File: config.mk
export PLATFORM = sky130hd
export DESIGN_NAME = system_state_fault_sequencer
export DESIGN_NICKNAME = d
export VERILOG_FILES = /design/src/seq_pkg.sv /design/src/system_state_fault_sequencer.sv
export SDC_FILE = /design/constraint.sdc
export NUM_CORES = 1
export LEC_CHECK = 0
export BUFFER_PORTS_ARGS = -buffer_cell sky130_fd_sc_hd__buf_2
export CELL_PAD_IN_SITES_DETAIL_PLACEMENT = 1
export CELL_PAD_IN_SITES_GLOBAL_PLACEMENT = 1
export CORE_MARGIN = 4
export CORE_UTILIZATION = 42
export CTS_BUF_LIST = sky130_fd_sc_hd__clkbuf_2 sky130_fd_sc_hd__clkbuf_4 sky130_fd_sc_hd__clkbuf_8
export DETAILED_ROUTE_END_ITERATION = 10
export PLACE_DENSITY = 0.88
export SLEW_MARGIN = 20
export SYNTH_ARGS = -nofsm -noshare
export SYNTH_HDL_FRONTEND = slang
export SYNTH_SLANG_ARGS = --single-unit
export TNS_END_PERCENT = 5
File: constraint.sdc
create_clock -name clk -period 2.8 [get_ports clk]
set_clock_uncertainty 0.05 [all_clocks]
set_input_delay 0.56 -clock clk [delete_from_list [all_inputs] [get_ports clk]]
set_output_delay 0.56 -clock clk [all_outputs]
set_load 0.02 [all_outputs]
File: src/seq_pkg.sv
// Constants, states and register map of the power-up and fault sequencer.
// Assumes a single 50 MHz clock shared by the whole controller.

package seq_pkg;

	//----------------------------------------------------------------
	// Timing
	//----------------------------------------------------------------
	localparam int unsigned CLK_MHZ       = 50;
	localparam int unsigned WARMUP_US     = 150;
	localparam int unsigned BOOT_US       = 10;
	localparam int unsigned BURST_MS      = 200;
	localparam int unsigned PAUSE_S       = 1;
	localparam int unsigned AVG_SHORT_MS  = 2;
	localparam int unsigned AVG_LONG_MS   = 50;
	localparam int unsigned WARMUP_CYC    = WARMUP_US * CLK_MHZ;
	localparam int unsigned BOOT_CYC      = BOOT_US * CLK_MHZ;
	localparam int unsigned BURST_CYC     = BURST_MS * CLK_MHZ * 1000;
	localparam int unsigned PAUSE_CYC     = PAUSE_S * CLK_MHZ * 1000000;
	localparam int unsigned AVG_SHORT_CYC = AVG_SHORT_MS * CLK_MHZ * 1000;
	localparam int unsigned AVG_LONG_CYC  = AVG_LONG_MS * CLK_MHZ * 1000;
	localparam int unsigned TIMER_W       = 26;

	//----------------------------------------------------------------
	// States
	//----------------------------------------------------------------
	typedef enum logic [2:0] {
		TRIM_LOAD, HV_SOURCE_ON, HV_SOURCE_OFF, ANALOG_WARMUP,
		BOOT_CHARGE, STEADY_RUN, LIGHT_LOAD_RUN, ERROR_PAUSE
	} seq_state_e;

	//----------------------------------------------------------------
	// Drive vector bit positions
	//----------------------------------------------------------------
	localparam int unsigned DRV_W      = 7;
	localparam int unsigned DRV_WAVE   = 6;
	localparam int unsigned DRV_AUX    = 5;
	localparam int unsigned DRV_CLAMP  = 4;
	localparam int unsigned DRV_SOFT   = 3;
	localparam int unsigned DRV_PASS   = 2;
	localparam int unsigned DRV_HVHIGH = 1;
	localparam int unsigned DRV_LOWSIDE = 0;
	localparam logic [DRV_W-1:0] DRV_RESET = 7'h14;

	//----------------------------------------------------------------
	// Synchronised input bit positions
	//----------------------------------------------------------------
	localparam int unsigned SY_W     = 11;
	localparam int unsigned SY_OTP   = 0;
	localparam int unsigned SY_AVGS  = 1;
	localparam int unsigned SY_AVGL  = 2;
	localparam int unsigned SY_BSTART = 3;
	localparam int unsigned SY_BSTOP = 4;
	localparam int unsigned SY_BOV   = 5;
	localparam int unsigned SY_AUXUV = 6;
	localparam int unsigned SY_RESTART = 7;
	localparam int unsigned SY_SWITCH = 8;
	localparam int unsigned SY_FB    = 9;
	localparam int unsigned SY_ZC    = 10;

	//----------------------------------------------------------------
	// Register map
	//----------------------------------------------------------------
	localparam int unsigned ADDR_W = 8;
	localparam logic [ADDR_W-1:0] REG_CTRL     = 8'h00;
	localparam logic [ADDR_W-1:0] REG_STATUS   = 8'h04;
	localparam logic [ADDR_W-1:0] REG_IRQ_STAT = 8'h08;
	localparam logic [ADDR_W-1:0] REG_IRQ_MASK = 8'h0c;
	localparam int unsigned CTRL_EXT_BIAS = 0;
	localparam int unsigned ST_STATE_LSB  = 0;
	localparam int unsigned ST_SYNC_LSB   = 8;
	localparam int unsigned IRQ_W         = 4;
	localparam int unsigned IRQ_FAULT     = 0;
	localparam int unsigned IRQ_RESTART   = 1;
	localparam int unsigned IRQ_RUN       = 2;
	localparam int unsigned IRQ_BURST_TO  = 3;

endpackage

File: src/system_state_fault_sequencer.sv
// Power-up and fault sequencer of the resonant converter controller.
// Assumes analog comparator flags arrive asynchronously; trim, soft-start,
// unplug and waveform generator flags come from logic on clk.

`timescale 1ns/100ps

module system_state_fault_sequencer import seq_pkg::*; #(
	parameter int unsigned WARMUP_CYCLES    = WARMUP_CYC,
	parameter int unsigned BOOT_CYCLES      = BOOT_CYC,
	parameter int unsigned BURST_CYCLES     = BURST_CYC,
	parameter int unsigned PAUSE_CYCLES     = PAUSE_CYC,
	parameter int unsigned AVG_SHORT_CYCLES = AVG_SHORT_CYC,
	parameter int unsigned AVG_LONG_CYCLES  = AVG_LONG_CYC
) (
	// Clock and reset
	input  wire logic              clk,
	input  wire logic              reset_n,
	// Analog comparator flags
	input  wire logic              overTemperature,
	input  wire logic              avgOvercurrentShort,
	input  wire logic              avgOvercurrentLong,
	input  wire logic              bulkAboveStart,
	input  wire logic              bulkBelowStop,
	input  wire logic              bulkOvervoltage,
	input  wire logic              auxRegUndervoltage,
	input  wire logic              supplyBelowRestart,
	input  wire logic              supplyAboveSwitchThreshold,
	input  wire logic              feedbackBelowBurstThreshold,
	input  wire logic              lineZeroCrossSeen,
	// Same-clock flags
	input  wire logic              systemReady,
	input  wire logic              softStartDone,
	input  wire logic              outputOvervoltage,
	input  wire logic              peakOvercurrent,
	input  wire logic              lineCapDischargeReq,
	// Enables
	output logic                   waveformEnable,
	output logic                   auxRegulatorEnable,
	output logic                   supplyClampEnable,
	output logic                   softStartEnable,
	output logic                   hvPassDeviceEnable,
	output logic                   hvHighCurrentLevel,
	output logic                   lowSideHold,
	output logic                   lineCapDischarge,
	output logic                   externalBiasMode,
	// Register port
	input  wire logic [ADDR_W-1:0] regAddr,
	input  wire logic [31:0]       regWrData,
	input  wire logic              regWrEn,
	input  wire logic              regRdEn,
	output logic      [31:0]       regRdData,
	// Interrupt
	output logic                   irq
);

	//----------------------------------------------------------------
	// Drive levels per state
	//----------------------------------------------------------------
	function automatic logic [DRV_W-1:0] driveFor(input seq_state_e s);
		logic [DRV_W-1:0] d;
		d = '0;
		unique case (s)
			TRIM_LOAD: begin
				d[DRV_CLAMP] = 1'b1;
				d[DRV_PASS]  = 1'b1;
			end
			HV_SOURCE_ON: begin
				d[DRV_PASS]   = 1'b1;
				d[DRV_HVHIGH] = 1'b1;
			end
			HV_SOURCE_OFF, ANALOG_WARMUP: begin
				d[DRV_AUX] = 1'b1;
			end
			BOOT_CHARGE: begin
				d[DRV_AUX]     = 1'b1;
				d[DRV_LOWSIDE] = 1'b1;
			end
			STEADY_RUN, LIGHT_LOAD_RUN: begin
				d[DRV_WAVE] = 1'b1;
				d[DRV_AUX]  = 1'b1;
				d[DRV_SOFT] = 1'b1;
			end
			ERROR_PAUSE: d = '0;
		endcase
		return d;
	endfunction

	//----------------------------------------------------------------
	// Input synchronisers
	//----------------------------------------------------------------
	logic [SY_W-1:0] asyncIn;
	logic [SY_W-1:0] meta_q;
	logic [SY_W-1:0] sync_q;

	assign asyncIn = {lineZeroCrossSeen, feedbackBelowBurstThreshold,
		supplyAboveSwitchThreshold, supplyBelowRestart, auxRegUndervoltage,
		bulkOvervoltage, bulkBelowStop, bulkAboveStart, avgOvercurrentLong,
		avgOvercurrentShort, overTemperature};

	always_ff @(posedge clk or negedge reset_n) begin
		if (!reset_n) begin
			meta_q <= '0;
			sync_q <= '0;
		end else begin
			meta_q <= asyncIn;
			sync_q <= meta_q;
		end
	end

	//----------------------------------------------------------------
	// Average overcurrent qualification
	//----------------------------------------------------------------
	logic [1:0] avgExpired;

	generate
		for (genvar i = 0; i < 2; i++) begin : g_avg
			localparam int unsigned LIM = (i == 0) ? AVG_SHORT_CYCLES
				: AVG_LONG_CYCLES;
			logic [TIMER_W-1:0] cnt_q;
			logic               level;
			assign level = sync_q[SY_AVGS + i];
			always_ff @(posedge clk or negedge reset_n) begin
				if (!reset_n) begin
					cnt_q <= '0;
				end else if (!level) begin
					cnt_q <= '0;
				end else if (cnt_q != TIMER_W'(LIM)) begin
					cnt_q <= cnt_q + 1'b1;
				end
			end
			assign avgExpired[i] = (cnt_q == TIMER_W'(LIM));
		end
	endgenerate

	//----------------------------------------------------------------
	// Fault and transition conditions
	//----------------------------------------------------------------
	logic otp;
	logic restartReq;
	logic runFault;
	logic startOk;
	logic fbLow;

	assign otp        = sync_q[SY_OTP];
	assign restartReq = sync_q[SY_RESTART];
	assign fbLow      = sync_q[SY_FB];
	assign startOk    = sync_q[SY_BSTART] & ~sync_q[SY_BSTOP]
		& ~sync_q[SY_BOV] & ~sync_q[SY_AUXUV];
	// Fast faults are already qualified by the waveform generator
	assign runFault   = otp | sync_q[SY_BOV] | sync_q[SY_BSTOP]
		| outputOvervoltage | peakOvercurrent
		| (|avgExpired) | sync_q[SY_AUXUV];

	//----------------------------------------------------------------
	// State machine
	//----------------------------------------------------------------
	seq_state_e         state_q;
	seq_state_e         state_d;
	logic [TIMER_W-1:0] timer_q;
	logic               timerDone;

	always_comb begin
		unique case (state_q)
			ANALOG_WARMUP:  timerDone = timer_q == TIMER_W'(WARMUP_CYCLES - 1);
			BOOT_CHARGE:    timerDone = timer_q == TIMER_W'(BOOT_CYCLES - 1);
			LIGHT_LOAD_RUN: timerDone = timer_q == TIMER_W'(BURST_CYCLES - 1);
			ERROR_PAUSE:    timerDone = timer_q == TIMER_W'(PAUSE_CYCLES - 1);
			default:        timerDone = 1'b0;
		endcase
	end

	always_comb begin
		state_d = state_q;
		unique case (state_q)
			TRIM_LOAD: begin
				if (systemReady) state_d = HV_SOURCE_ON;
			end
			HV_SOURCE_ON: begin
				if (otp) begin
					state_d = ERROR_PAUSE;
				end else if (sync_q[SY_SWITCH] && !restartReq) begin
					state_d = HV_SOURCE_OFF;
				end
			end
			HV_SOURCE_OFF: begin
				if (otp) begin
					state_d = ERROR_PAUSE;
				end else if (restartReq) begin
					state_d = HV_SOURCE_ON;
				end else if (startOk) begin
					state_d = ANALOG_WARMUP;
				end
			end
			ANALOG_WARMUP, BOOT_CHARGE: begin
				if (otp || sync_q[SY_BOV]) begin
					state_d = ERROR_PAUSE;
				end else if (restartReq) begin
					state_d = HV_SOURCE_ON;
				end else if (timerDone) begin
					state_d = (state_q == ANALOG_WARMUP) ? BOOT_CHARGE
						: STEADY_RUN;
				end
			end
			STEADY_RUN: begin
				if (runFault) begin
					state_d = ERROR_PAUSE;
				end else if (restartReq) begin
					state_d = HV_SOURCE_ON;
				end else if (softStartDone && fbLow) begin
					state_d = LIGHT_LOAD_RUN;
				end
			end
			LIGHT_LOAD_RUN: begin
				if (runFault || timerDone) begin
					state_d = ERROR_PAUSE;
				end else if (restartReq) begin
					state_d = HV_SOURCE_ON;
				end else if (!fbLow) begin
					state_d = STEADY_RUN;
				end
			end
			ERROR_PAUSE: begin
				if (timerDone) state_d = HV_SOURCE_ON;
			end
		endcase
	end

	always_ff @(posedge clk or negedge reset_n) begin
		if (!reset_n) begin
			state_q <= TRIM_LOAD;
		end else begin
			state_q <= state_d;
		end
	end

	// Dwell timer, cleared on every state change
	always_ff @(posedge clk or negedge reset_n) begin
		if (!reset_n) begin
			timer_q <= '0;
		end else if (state_d != state_q) begin
			timer_q <= '0;
		end else if (state_q inside {ANALOG_WARMUP, BOOT_CHARGE,
				LIGHT_LOAD_RUN, ERROR_PAUSE}) begin
			timer_q <= timer_q + 1'b1;
		end
	end

	//----------------------------------------------------------------
	// Output registers
	//----------------------------------------------------------------
	logic [DRV_W-1:0] drive_q;
	logic             capDischarge_q;

	always_ff @(posedge clk or negedge reset_n) begin
		if (!reset_n) begin
			drive_q <= DRV_RESET;
		end else begin
			drive_q <= driveFor(state_d);
		end
	end

	// Unplug detection alone steers the discharge path
	always_ff @(posedge clk or negedge reset_n) begin
		if (!reset_n) begin
			capDischarge_q <= 1'b0;
		end else begin
			capDischarge_q <= lineCapDischargeReq;
		end
	end

	assign waveformEnable     = drive_q[DRV_WAVE];
	assign auxRegulatorEnable = drive_q[DRV_AUX];
	assign supplyClampEnable  = drive_q[DRV_CLAMP];
	assign softStartEnable    = drive_q[DRV_SOFT];
	assign hvPassDeviceEnable = drive_q[DRV_PASS];
	assign hvHighCurrentLevel = drive_q[DRV_HVHIGH];
	assign lowSideHold        = drive_q[DRV_LOWSIDE];
	assign lineCapDischarge   = capDischarge_q;

	//----------------------------------------------------------------
	// Registers and interrupt
	//----------------------------------------------------------------
	logic             extBias_q;
	logic [IRQ_W-1:0] irqStat_q;
	logic [IRQ_W-1:0] irqStat_d;
	logic [IRQ_W-1:0] irqMask_q;
	logic [IRQ_W-1:0] events;
	logic [IRQ_W-1:0] w1c;
	logic [31:0]      rdData_q;
	logic             irq_q;

	always_comb begin
		events = '0;
		events[IRQ_FAULT]   = state_d == ERROR_PAUSE
			&& state_q != ERROR_PAUSE;
		events[IRQ_RESTART] = state_d == HV_SOURCE_ON
			&& state_q != HV_SOURCE_ON && state_q != TRIM_LOAD;
		events[IRQ_RUN]     = state_q == BOOT_CHARGE
			&& state_d == STEADY_RUN;
		events[IRQ_BURST_TO] = state_q == LIGHT_LOAD_RUN && timerDone;
		w1c = (regWrEn && regAddr == REG_IRQ_STAT)
			? regWrData[IRQ_W-1:0] : '0;
		// Set wins over a clear in the same cycle
		irqStat_d = (irqStat_q & ~w1c) | events;
	end

	always_ff @(posedge clk or negedge reset_n) begin
		if (!reset_n) begin
			extBias_q <= 1'b0;
			irqMask_q <= '0;
		end else if (regWrEn) begin
			if (regAddr == REG_CTRL) begin
				extBias_q <= regWrData[CTRL_EXT_BIAS];
			end
			if (regAddr == REG_IRQ_MASK) begin
				irqMask_q <= regWrData[IRQ_W-1:0];
			end
		end
	end

	always_ff @(posedge clk or negedge reset_n) begin
		if (!reset_n) begin
			irqStat_q <= '0;
			irq_q     <= 1'b0;
		end else begin
			irqStat_q <= irqStat_d;
			irq_q     <= |(irqStat_d & irqMask_q);
		end
	end

	always_ff @(posedge clk or negedge reset_n) begin
		if (!reset_n) begin
			rdData_q <= '0;
		end else begin
			rdData_q <= '0;
			if (regRdEn) begin
				unique case (regAddr)
					REG_CTRL:     rdData_q[CTRL_EXT_BIAS] <= extBias_q;
					REG_STATUS: begin
						rdData_q[ST_STATE_LSB +: $bits(seq_state_e)] <= state_q;
						rdData_q[ST_SYNC_LSB +: SY_W] <= sync_q;
					end
					REG_IRQ_STAT: rdData_q[IRQ_W-1:0] <= irqStat_q;
					REG_IRQ_MASK: rdData_q[IRQ_W-1:0] <= irqMask_q;
					default:      rdData_q <= '0;
				endcase
			end
		end
	end

	assign externalBiasMode = extBias_q;
	assign regRdData        = rdData_q;
	assign irq              = irq_q;
endmodule

Word level (Yosys, flattened, before mapping)
Cells that the tools add are included.
- memory bits (read-only): 0
- input port bits: 60
- memories: 0
- latch bits: 0
- word-level logic and storage cells: 124
- memory bits (writable): 0
- register bits after elaboration: 153
- output and inout port bits: 42
- multipliers: 0
- bitwise gates (word level): 16
- reduce and logical (&&, ||, !) cells: 25
- shift-type cells: 0
- divide/modulo/power cells: 0
- order comparisons: 0
- muxes and demuxes: 37
- $add $sub $neg: 3
- equality and inequality tests: 30
- operators by type and width (operator ; count):
    26-bit 2-to-1 mux ; 6
    26-bit by 1-bit adder with 26-bit output, second input constant ; 3
    3-bit 2-to-1 mux ; 16
    26-bit by 13-bit == test with 1-bit output, second input constant ; 1
    26-bit by 17-bit == test with 1-bit output, second input constant ; 1
    26-bit by 22-bit == test with 1-bit output, second input constant ; 1
    26-bit by 24-bit == test with 1-bit output, second input constant ; 1
    26-bit == test, second input constant ; 1
    26-bit by 9-bit == test with 1-bit output, second input constant ; 1
    26-bit by 17-bit != test with 1-bit output, second input constant ; 1
    26-bit by 22-bit != test with 1-bit output, second input constant ; 1
    3-bit == test, second input constant ; 8
    3-bit case mux with 7 select lines ; 1
    19-bit 2-to-1 mux ; 1
    8-bit by 4-bit == test with 1-bit output, second input constant ; 2
    3-bit by 2-bit == test with 1-bit output, second input constant ; 4
    11-bit 2-to-1 mux ; 1
    4-bit bitwise AND ; 2
    8-bit by 3-bit == test with 1-bit output, second input constant ; 1
    1-bit logical AND ; 8
    8-bit zero test ; 1
    1-bit case mux with 4 select lines ; 2
    2-bit OR reduction ; 4
    1-bit 2-to-1 mux ; 7
    other kinds (22) ; 36

Longest topological paths before layout
Gate-level depths: netlist of run 1.
- word-level depth: 15
- mapped depth: 12
- gate-level depth less buffers: 10

Least setup slack after synthesis of run 1
OpenSTA, ideal clock, no wires.
- path kind: register to register
- from: register state_q[1]
- to: register timer_q[15]
- buffers on the path: 3
- clock period less this slack: 3.006 ns
- cell stages (with the launch flop): 11
- library setup time: 0.127 ns
- arrival time: 2.830 ns
- path slack: -0.206 ns
- required time: 2.623 ns
- path through: dfrtp_1 buf_6 or4b_1 a311o_1 or4_1 buf_2 a31o_4 and4_4 o221ai_4 buf_6 nor3_2
- longest elaborated chain between the ends: 8
- elaborated cells between the ends (all ways): 33
- classes of those cells: 8 x eq/ne; 20 x mux; 5 x reduce/logical
- ends and longest elaborated chain (what ; RTL line ; text):
    from (decl) ; system_state_fault_sequencer.sv:157 ; seq_state_e state_q;
    from (signal assigned) ; system_state_fault_sequencer.sv:232 ; state_q <= state_d;
    3-bit == test / 3-bit by 2-bit == test with 1-bit output (equally long branches) ; n/a ;
    1-bit case mux with 4 select lines / 1-bit 2-to-1 mux (equally long branches) ; system_state_fault_sequencer.sv:163, system_state_fault_sequencer.sv:200 ;
    3-bit 2-to-1 mux ; system_state_fault_sequencer.sv:199 ; end else if (timerDone) begin
    3-bit 2-to-1 mux ; system_state_fault_sequencer.sv:197 ; end else if (restartReq) begin
    3-bit 2-to-1 mux ; system_state_fault_sequencer.sv:195 ; if (otp || sync_q[SY_BOV]) begin
    3-bit case mux with 7 select lines ; system_state_fault_sequencer.sv:174 ; unique case (state_q)
    3-bit != test ; system_state_fault_sequencer.sv:240 ; end else if (state_d != state_q) begin
    26-bit 2-to-1 mux / 2-bit nonzero test (equally long branches) ; n/a ;
    to (signal assigned) ; system_state_fault_sequencer.sv:244 ; timer_q <= timer_q + 1'b1;
    to (decl) ; system_state_fault_sequencer.sv:159 ; logic [TIMER_W-1:0] timer_q;
Several ways; a longest one is shown, not always the timed one.
A chain may end at the register's enable or synchronous reset.

Worst setup path in the final report of run 1
- from: register state_q[1]
- to: register timer_q[17]
The elaborated chain is that of the path after synthesis.

==> results.toml, run 1 <==
[setup_path]
r2r.worst_path.cells = 10
startpoint_type = "flop"
timing.critical_path.from = "state_q[1]"
worstSetupEndpointType = "flop"
dominant_cell_type_by_count_on_the_critical_path = "buf_12"
crit_family = "simple AND/OR/NAND/NOR gates"
stages_on_the_worst_setup_path = 10
critical_path.max_stage_delay_ps = 610
rrSetupSlack_ps = -380
cp_data_arrival_time_ps = 3480
crit_chain = "or3b_1, nor4_2, nor3_1, or4_4, a31o_4, and4_4, o221ai_4, buf_12, buf_12, nor3_4"
timing_worst_setup_path_type = "reg2reg"
critical-path-slowest-cell = "or4_4"
critical_path_peak_fanout = 8
worst_ep_required_time_ps = 3090
r2r-end = "timer_q[17]"
worstSetupEndpoint = "timer_q[17]"
critical_path.n_buffers_inverters = 2
critical_path.reg2reg.startpoint = "state_q[1]"

[flow_run]
cap_violations = 0

[layout]
layout.nets = 856
finalNonFillerCells = 1020
area_growth_syn_to_layout_pct = 26.2
drive_above_1_share_pct = 31.0
final_core_utilization_pct = 54.3
regArea_um2 = 3380
final.fill_count = 1746
n_antenna_cell = 0
area_taken_by_multi_input_logic_gates_um2 = 3440

[die]
initial_standard_cell_utilization_of_the_core_pct = 43.0
floorplan.core_area_um2 = 15900
die_ar_um2 = 18400
die_h_um = 136
die_x_um = 136
io-pin-count = 102
rows = 46

[min_path]
min-delay-path-class = "in2reg"
worst_hold_path.num_cells = 1

[synthesis]
ys_dominant_reg_cell = "dfrtp_1"
synth-edff-count = 0
synth.ff_latch_count = 135
mappedNetlistArea_um2 = 6860
ys_warn_count = 0
synth.lib_cells_used.distinct = 74
proportion_of_synthesized_flip_flops_having_asynchronous_set_or_reset_pct = 100
avgSynthCellArea_um2 = 10.6
syn_inst = 650
synth_seq_area_share_pct = 49.3

[place]
place_congestion = 0.834
numPlacedInstances = 979
dp_hpwl_um = 13900
place.port_buffers = 56

[grt]
antenna_found_initial = 1
grt_pass1_wl_um = 35200
first_global_vias = 6447
grtUsageTotal_pct = 24.8
largest_net_degree_at_the_start_of_global_routing = 53
grt_overflow = 0

[clocking]
clock_tree.root_cell = "clkbuf_8"
cts_inserted_buffers = 17
clock-sinks = 135
worstSkewPairLatency_ps = 480
h-tree-depth = 4
clock_tree.buffer_depth = 2
cts.reportedPaths.clkPinSlew_ps = 90
tritoncts = "yes"

[status]
violated_checks = "negative setup slack"
status = "finished with violations"

[routing]
route.detailed.wl_per_inst_um = 21.8
ant_nets = 0
dr_total_vias = 5814
wirelength_um = 22200
drtPass1Iterations = 5
detail_route.iter0.violations = 481
route.detailed.drc = 0
vias_per_cell = 5.70

[sta]
slew_headroom_pct = 52.8
timing.final.ws_setup_ps = -383
setup_tns_ps = -11340
layout_worst_path_cycle_share_pct = 114
final_max_slew_viol_count = 0
hold_viol_final = 0
achievable_clock_frequency_mhz = 314
setup_viol_count_final = 37
max_slew.worst_pin.slew_ps = 709
setup_repair_after_global_routing_missed_its_margin = "yes"
fin_crit_ps = 3180

[power]
power.total_uw = 6830
cellLeakagePower_uw = 0.00380
powerDensity_nw_per_um2 = 789
ir_worst_vdd_uv = 351
==> worst min path at each step <==
stage,startpoint,end
after global placement,meta_q[1],sync_q[1]
after detailed placement,meta_q[1],sync_q[1]
after CTS,avgOvercurrentLong,meta_q[2]
final,avgOvercurrentLong,meta_q[2]
after floorplan,reset_n,drive_q[0]
after global routing,avgOvercurrentLong,meta_q[2]
==> state kept, by name, indices dropped and copies added (netlist names) <==
signal,cells
irqMask_q,4
irq,1
g_avg.cnt_q,52
state_q,3
sync_q,11
externalBiasMode,1
irqStat_q,4
timer_q,26
drive_q,6
regRdData,15
meta_q,11
lineCapDischarge,1
==> layer usage <==
| layer | wire [um] | GRT usage (%) | up-vias |
|---|---|---|---|
| met5 | 7 | 0 | - |
| met3 | 1040 | 5.01 | 66 |
| li1 | - | - | 2536 |
| met2 | 11600 | 43.6 | 210 |
| met1 | 8840 | 28.7 | 3000 |
| met4 | 748 | 12.1 | 2 |
==> kinds of logic after synthesis <==
| kind of cell | Yosys count | share of synthesized area (%) |
|---|---|---|
| AND/OR/NAND/NOR | 306 | 26.6 |
| flip-flops | 135 | 49.3 |
| AO/OA/AOI/OAI | 68 | 8.21 |
| XOR/XNOR | 62 | 7.92 |
| buffers and inverters | 59 | 4.63 |
| multiplexers | 14 | 2.37 |
| adder cells (fa/ha/maj) | 5 | 0.912 |
| other | 1 | 0.0547 |
==> cell usage after synthesis, types with 5 or more instances <==
| master | number | area share (%) |
|---|---|---|
| dfrtp_1 | 133 | 49 |
| and2_1 | 54 | 4.9 |
| xnor2_1 | 49 | 6.3 |
| nand2_1 | 48 | 2.6 |
| nand3_1 | 39 | 2.8 |
| nor2_1 | 27 | 1.5 |
| nor3_2 | 20 | 2.9 |
| buf_4 | 18 | 2.0 |
| inv_1 | 17 | 0.93 |
| nand4_1 | 16 | 1.5 |
| clkbuf_1 | 14 | 0.77 |
| nor3_1 | 14 | 1.0 |
| nor4_1 | 14 | 1.3 |
| xor2_1 | 13 | 1.7 |
| and3_1 | 12 | 1.1 |
| o21ai_0 | 12 | 0.88 |
| or3_1 | 12 | 1.1 |
| nor2b_1 | 10 | 0.91 |
| a21oi_1 | 9 | 0.66 |
| a21boi_0 | 8 | 0.88 |
| mux2_2 | 8 | 1.3 |
| nor3b_1 | 6 | 0.66 |
| ha_1 | 5 | 0.91 |
| mux2i_1 | 5 | 0.73 |
==> layout make-up <==
cell class	count	area share [%]
clock buffers	19	2.95
multi-input cells	472	39.7
flip-flops and latches	135	39.1
well taps	216	3.12
clock inverters	13	1.69
inverters	17	0.737
repair buffers	148	12.7
==> repair_timing <==
| item | CTS | global route |
|---|---|---|
| buffers inserted | 5 | 2 |
| setup endpoints to repair | 37 | 37 |
| pin swaps | 32 | 10 |
| cloned | 1 | 0 |
| hold endpoints to repair | 13 | 0 |
| hold buffers | 1 | 0 |
| resized for setup | 29 | 15 |
==> per-stage QoR <==
step	setup slack, ps	area (um2)	hold WS (ps)
floorplan	-165	6930	214
global placement	-374	7930	283
detailed placement	-503	7930	292
CTS	-297	8580	116
global route	-427	8650	107
finish	-383	8650	133
==> power by group <==
part           switching, uW  internal [uW]
Combinational           1670           1310
Sequential               105           2060
Clock                    846            833
Total                   2620           4210
==> placed cells by master (no fill, tap or decap), drive strengths merged, types with 12 or more instances in the layout <==
cell type and instances:
xnor2 49, or3 12, and3 12, dfrtp 133, nand2 49, nand3 39, nor2 28, inv 20
and2 54, o21ai 12, clkbuf 19, xor2 13, nor3 34, buf 147, nor4 15, conb 17
nand4 16
==> worst reg2reg max path: cells and delay by family (launching register included) <==
| kind | cells | cell delay (ps) |
|---|---|---|
| and+or+nand+nor | 6 | 1620 |
| AOI/OAI and AO/OA | 2 | 560 |
| DFF | 1 | 490 |
| buffers and inverters | 2 | 350 |
No activity file was read; power rests on OpenSTA's default activity.
==> run 2, diff against run 1 <==
CORE_UTILIZATION = 41   (was 42)
CTS_BUF_LIST = default   (was sky130_fd_sc_hd__clkbuf_2 sky130_fd_sc_hd__clkbuf_4 sky130_fd_sc_hd__clkbuf_8)
PLACE_DENSITY = 0.86   (was 0.88)
==> run 2 against run 1 <==
  * The run still ends with negative setup slack left
  * First-iteration DRC count down 2.7%
  * Clock power increased by 32%
  * Core utilization down 0.14 points
  * Cell count is 1.2% higher
  * Critical endpoint is now timer_q[18]
  * Hold slack got worse by 100 ps
  * Via count increased by 3.8%
  * Worst setup slack got worse by 89 ps
  * Die area increased by 2.3%
  * Non-clock buffer count is 8 higher
  * Critical path depth down 2
  * Sequential power about the same
  * Clock-buffer cell count up 1
==> results.toml, run 2 (synthesis gave the netlist of run 1 again) <==
[routing]
vias_per_cell = 5.85
drtPass1Iterations = 5
ant_nets = 0
route.detailed.wl_per_inst_um = 23.9
wirelength_um = 24600
detail_route.iter0.violations = 468
route.detailed.drc = 0
dr_total_vias = 6035

[layout]
finalNonFillerCells = 1032
layout.nets = 864
final_cell_mix = "131 x dfrtp_1, 89 x buf_4, 55 x buf_2"
final_core_utilization_pct = 54.1
number_of_flip_flops_under_the_largest_register_name = 52
regMostFlops = "g_avg.cnt_q"
layout_commonest_cell = "dfrtp_1"
drive_above_1_share_pct = 33.1
final.fill_count = 1791
area_growth_syn_to_layout_pct = 29.9
n_antenna_cell = 0

[sta]
timing.final.ws_setup_ps = -472
layout_worst_path_cycle_share_pct = 117
max_slew.worst_pin.slew_ps = 760
setup_repair_after_global_routing_missed_its_margin = "yes"
slew_headroom_pct = 48.9
fin_crit_ps = 3270
achievable_clock_frequency_mhz = 306
final_max_slew_viol_count = 0
hold_viol_final = 0
hold-worst-slack_ps = 33.4
setup_viol_count_final = 38

[die]
die_ar_um2 = 18900
floorplan.core_area_um2 = 16500
die_x_um = 137
io-pin-count = 102
rows = 47
die_h_um = 137
initial_standard_cell_utilization_of_the_core_pct = 41.7

[grt]
first_global_vias = 6508
grt_pass1_wl_um = 34600
grtUsageTotal_pct = 23.9
antenna_found_initial = 0
largest_net_degree_at_the_start_of_global_routing = 57
grt_overflow = 0

[clocking]
tritoncts = "yes"
clock-sinks = 135
worstSkewPairLatency_ps = 440
holdBufCountCts = 0
clock_tree.root_cell = "clkbuf_16"
h-tree-depth = 4
cts.reportedPaths.clkPinSlew_ps = 70
clock_tree.buffer_depth = 2
cts_inserted_buffers = 17

[power]
ir_worst_vdd_uv = 484
powerDensity_nw_per_um2 = 811
p_switching_uw = 2710
cellLeakagePower_uw = 0.00394
netSwitchingFraction_pct = 37.4
clock_power_share_pct = 30.7
seq_power_share_pct = 30.2
pwr-share-comb_pct = 39.1
cell_internal_pwr_uw = 4520

[place]
dp_hpwl_um = 13900
place_congestion = 0.858
numPlacedInstances = 994
place.port_buffers = 56

[setup_path]
r2r.worst_path.cells = 8
worst_ep_required_time_ps = 3040
r2r-end = "timer_q[18]"
critical_path_peak_fanout = 5
rrSetupSlack_ps = -470
startpoint_type = "flop"
cp_data_arrival_time_ps = 3520
critical_path.reg2reg.startpoint = "sync_q[4]"
worstSetupEndpointType = "flop"
timing_worst_setup_path_type = "reg2reg"

[status]
violated_checks = "negative setup slack"
status = "finished with violations"

[min_path]
min-delay-path-class = "in2async"

[flow_run]
cap_violations = 0
==> run 2: power by group through the flow <==
stage                     clock, uW  combinational [uW]  sequential (uW)
final                          2220                2820             2180
after global routing           2340                2940             2190
after floorplan                   0                1270             2190
after detailed placement          0                2190             2190
after CTS                      2230                2370             2160
after global placement            0                2100             2180
==> run 2: per-stage QoR <==
step                setup slack [ps]  total power, uW  area [um2]  TNS, ps
finish                          -472             7230        8910   -13320
global route                    -574             7470        8910   -15770
CTS                             -351             6760        8700    -9370
detailed placement              -549             4380        7980   -17640
global placement                -280             4280        7980    -8510
floorplan                       -165             3460        6930    -3610
==> run 2: repair_timing <==
item                       in CTS  in global routing
gates resized for setup        28                 28
cloned                          0                  1
setup endpoints to repair      38                 38
buffers inserted                0                  5
pin swaps                       4                 12
==> run 2: worst max-delay path by stage <==
stage	from	slack [ps]	end	cells past startpoint
3_3_place_gp	state_q[1]	-280	timer_q[3]	8
3_5_place_dp	state_q[1]	-550	timer_q[2]	10
6_report	sync_q[4]	-470	timer_q[18]	8
5_1_grt	sync_q[4]	-570	timer_q[18]	8
2_1_floorplan	state_q[1]	-160	timer_q[15]	10
4_1_cts	g_avg[1].cnt_q[4]	-350	timer_q[3]	10
==> run 2: area by class of cell <==
cell class	instances	area (um2)	area share [%]
multi-input combinational	472	3490	39.1
sequential	135	3380	38.0
timing repair buffer	156	1130	12.6
clock buffer	20	457	5.12
tap	220	275	3.09
clock inverter	12	119	1.33
inverter	17	63.8	0.716
==> run 2: critical path, stage by stage (launching register included) <==
cell      delay (ps)
dfrtp_1          450
nor4_1           660
o211ai_4         200
buf_6            180
o311ai_0         410
nand2_1          210
o41ai_4          420
nor2_4           160
nor4_1           400
==> run 2: metal layers <==
metal | track usage (%) | vias to the layer above | share of wire (%)
met1 | 27.0 | 3067 | 37
li1 | - | 2556 | -
met5 | 0 | - | 0
met4 | 12.7 | 0 | 6.1
met2 | 42.0 | 298 | 52
met3 | 5.11 | 114 | 5.9
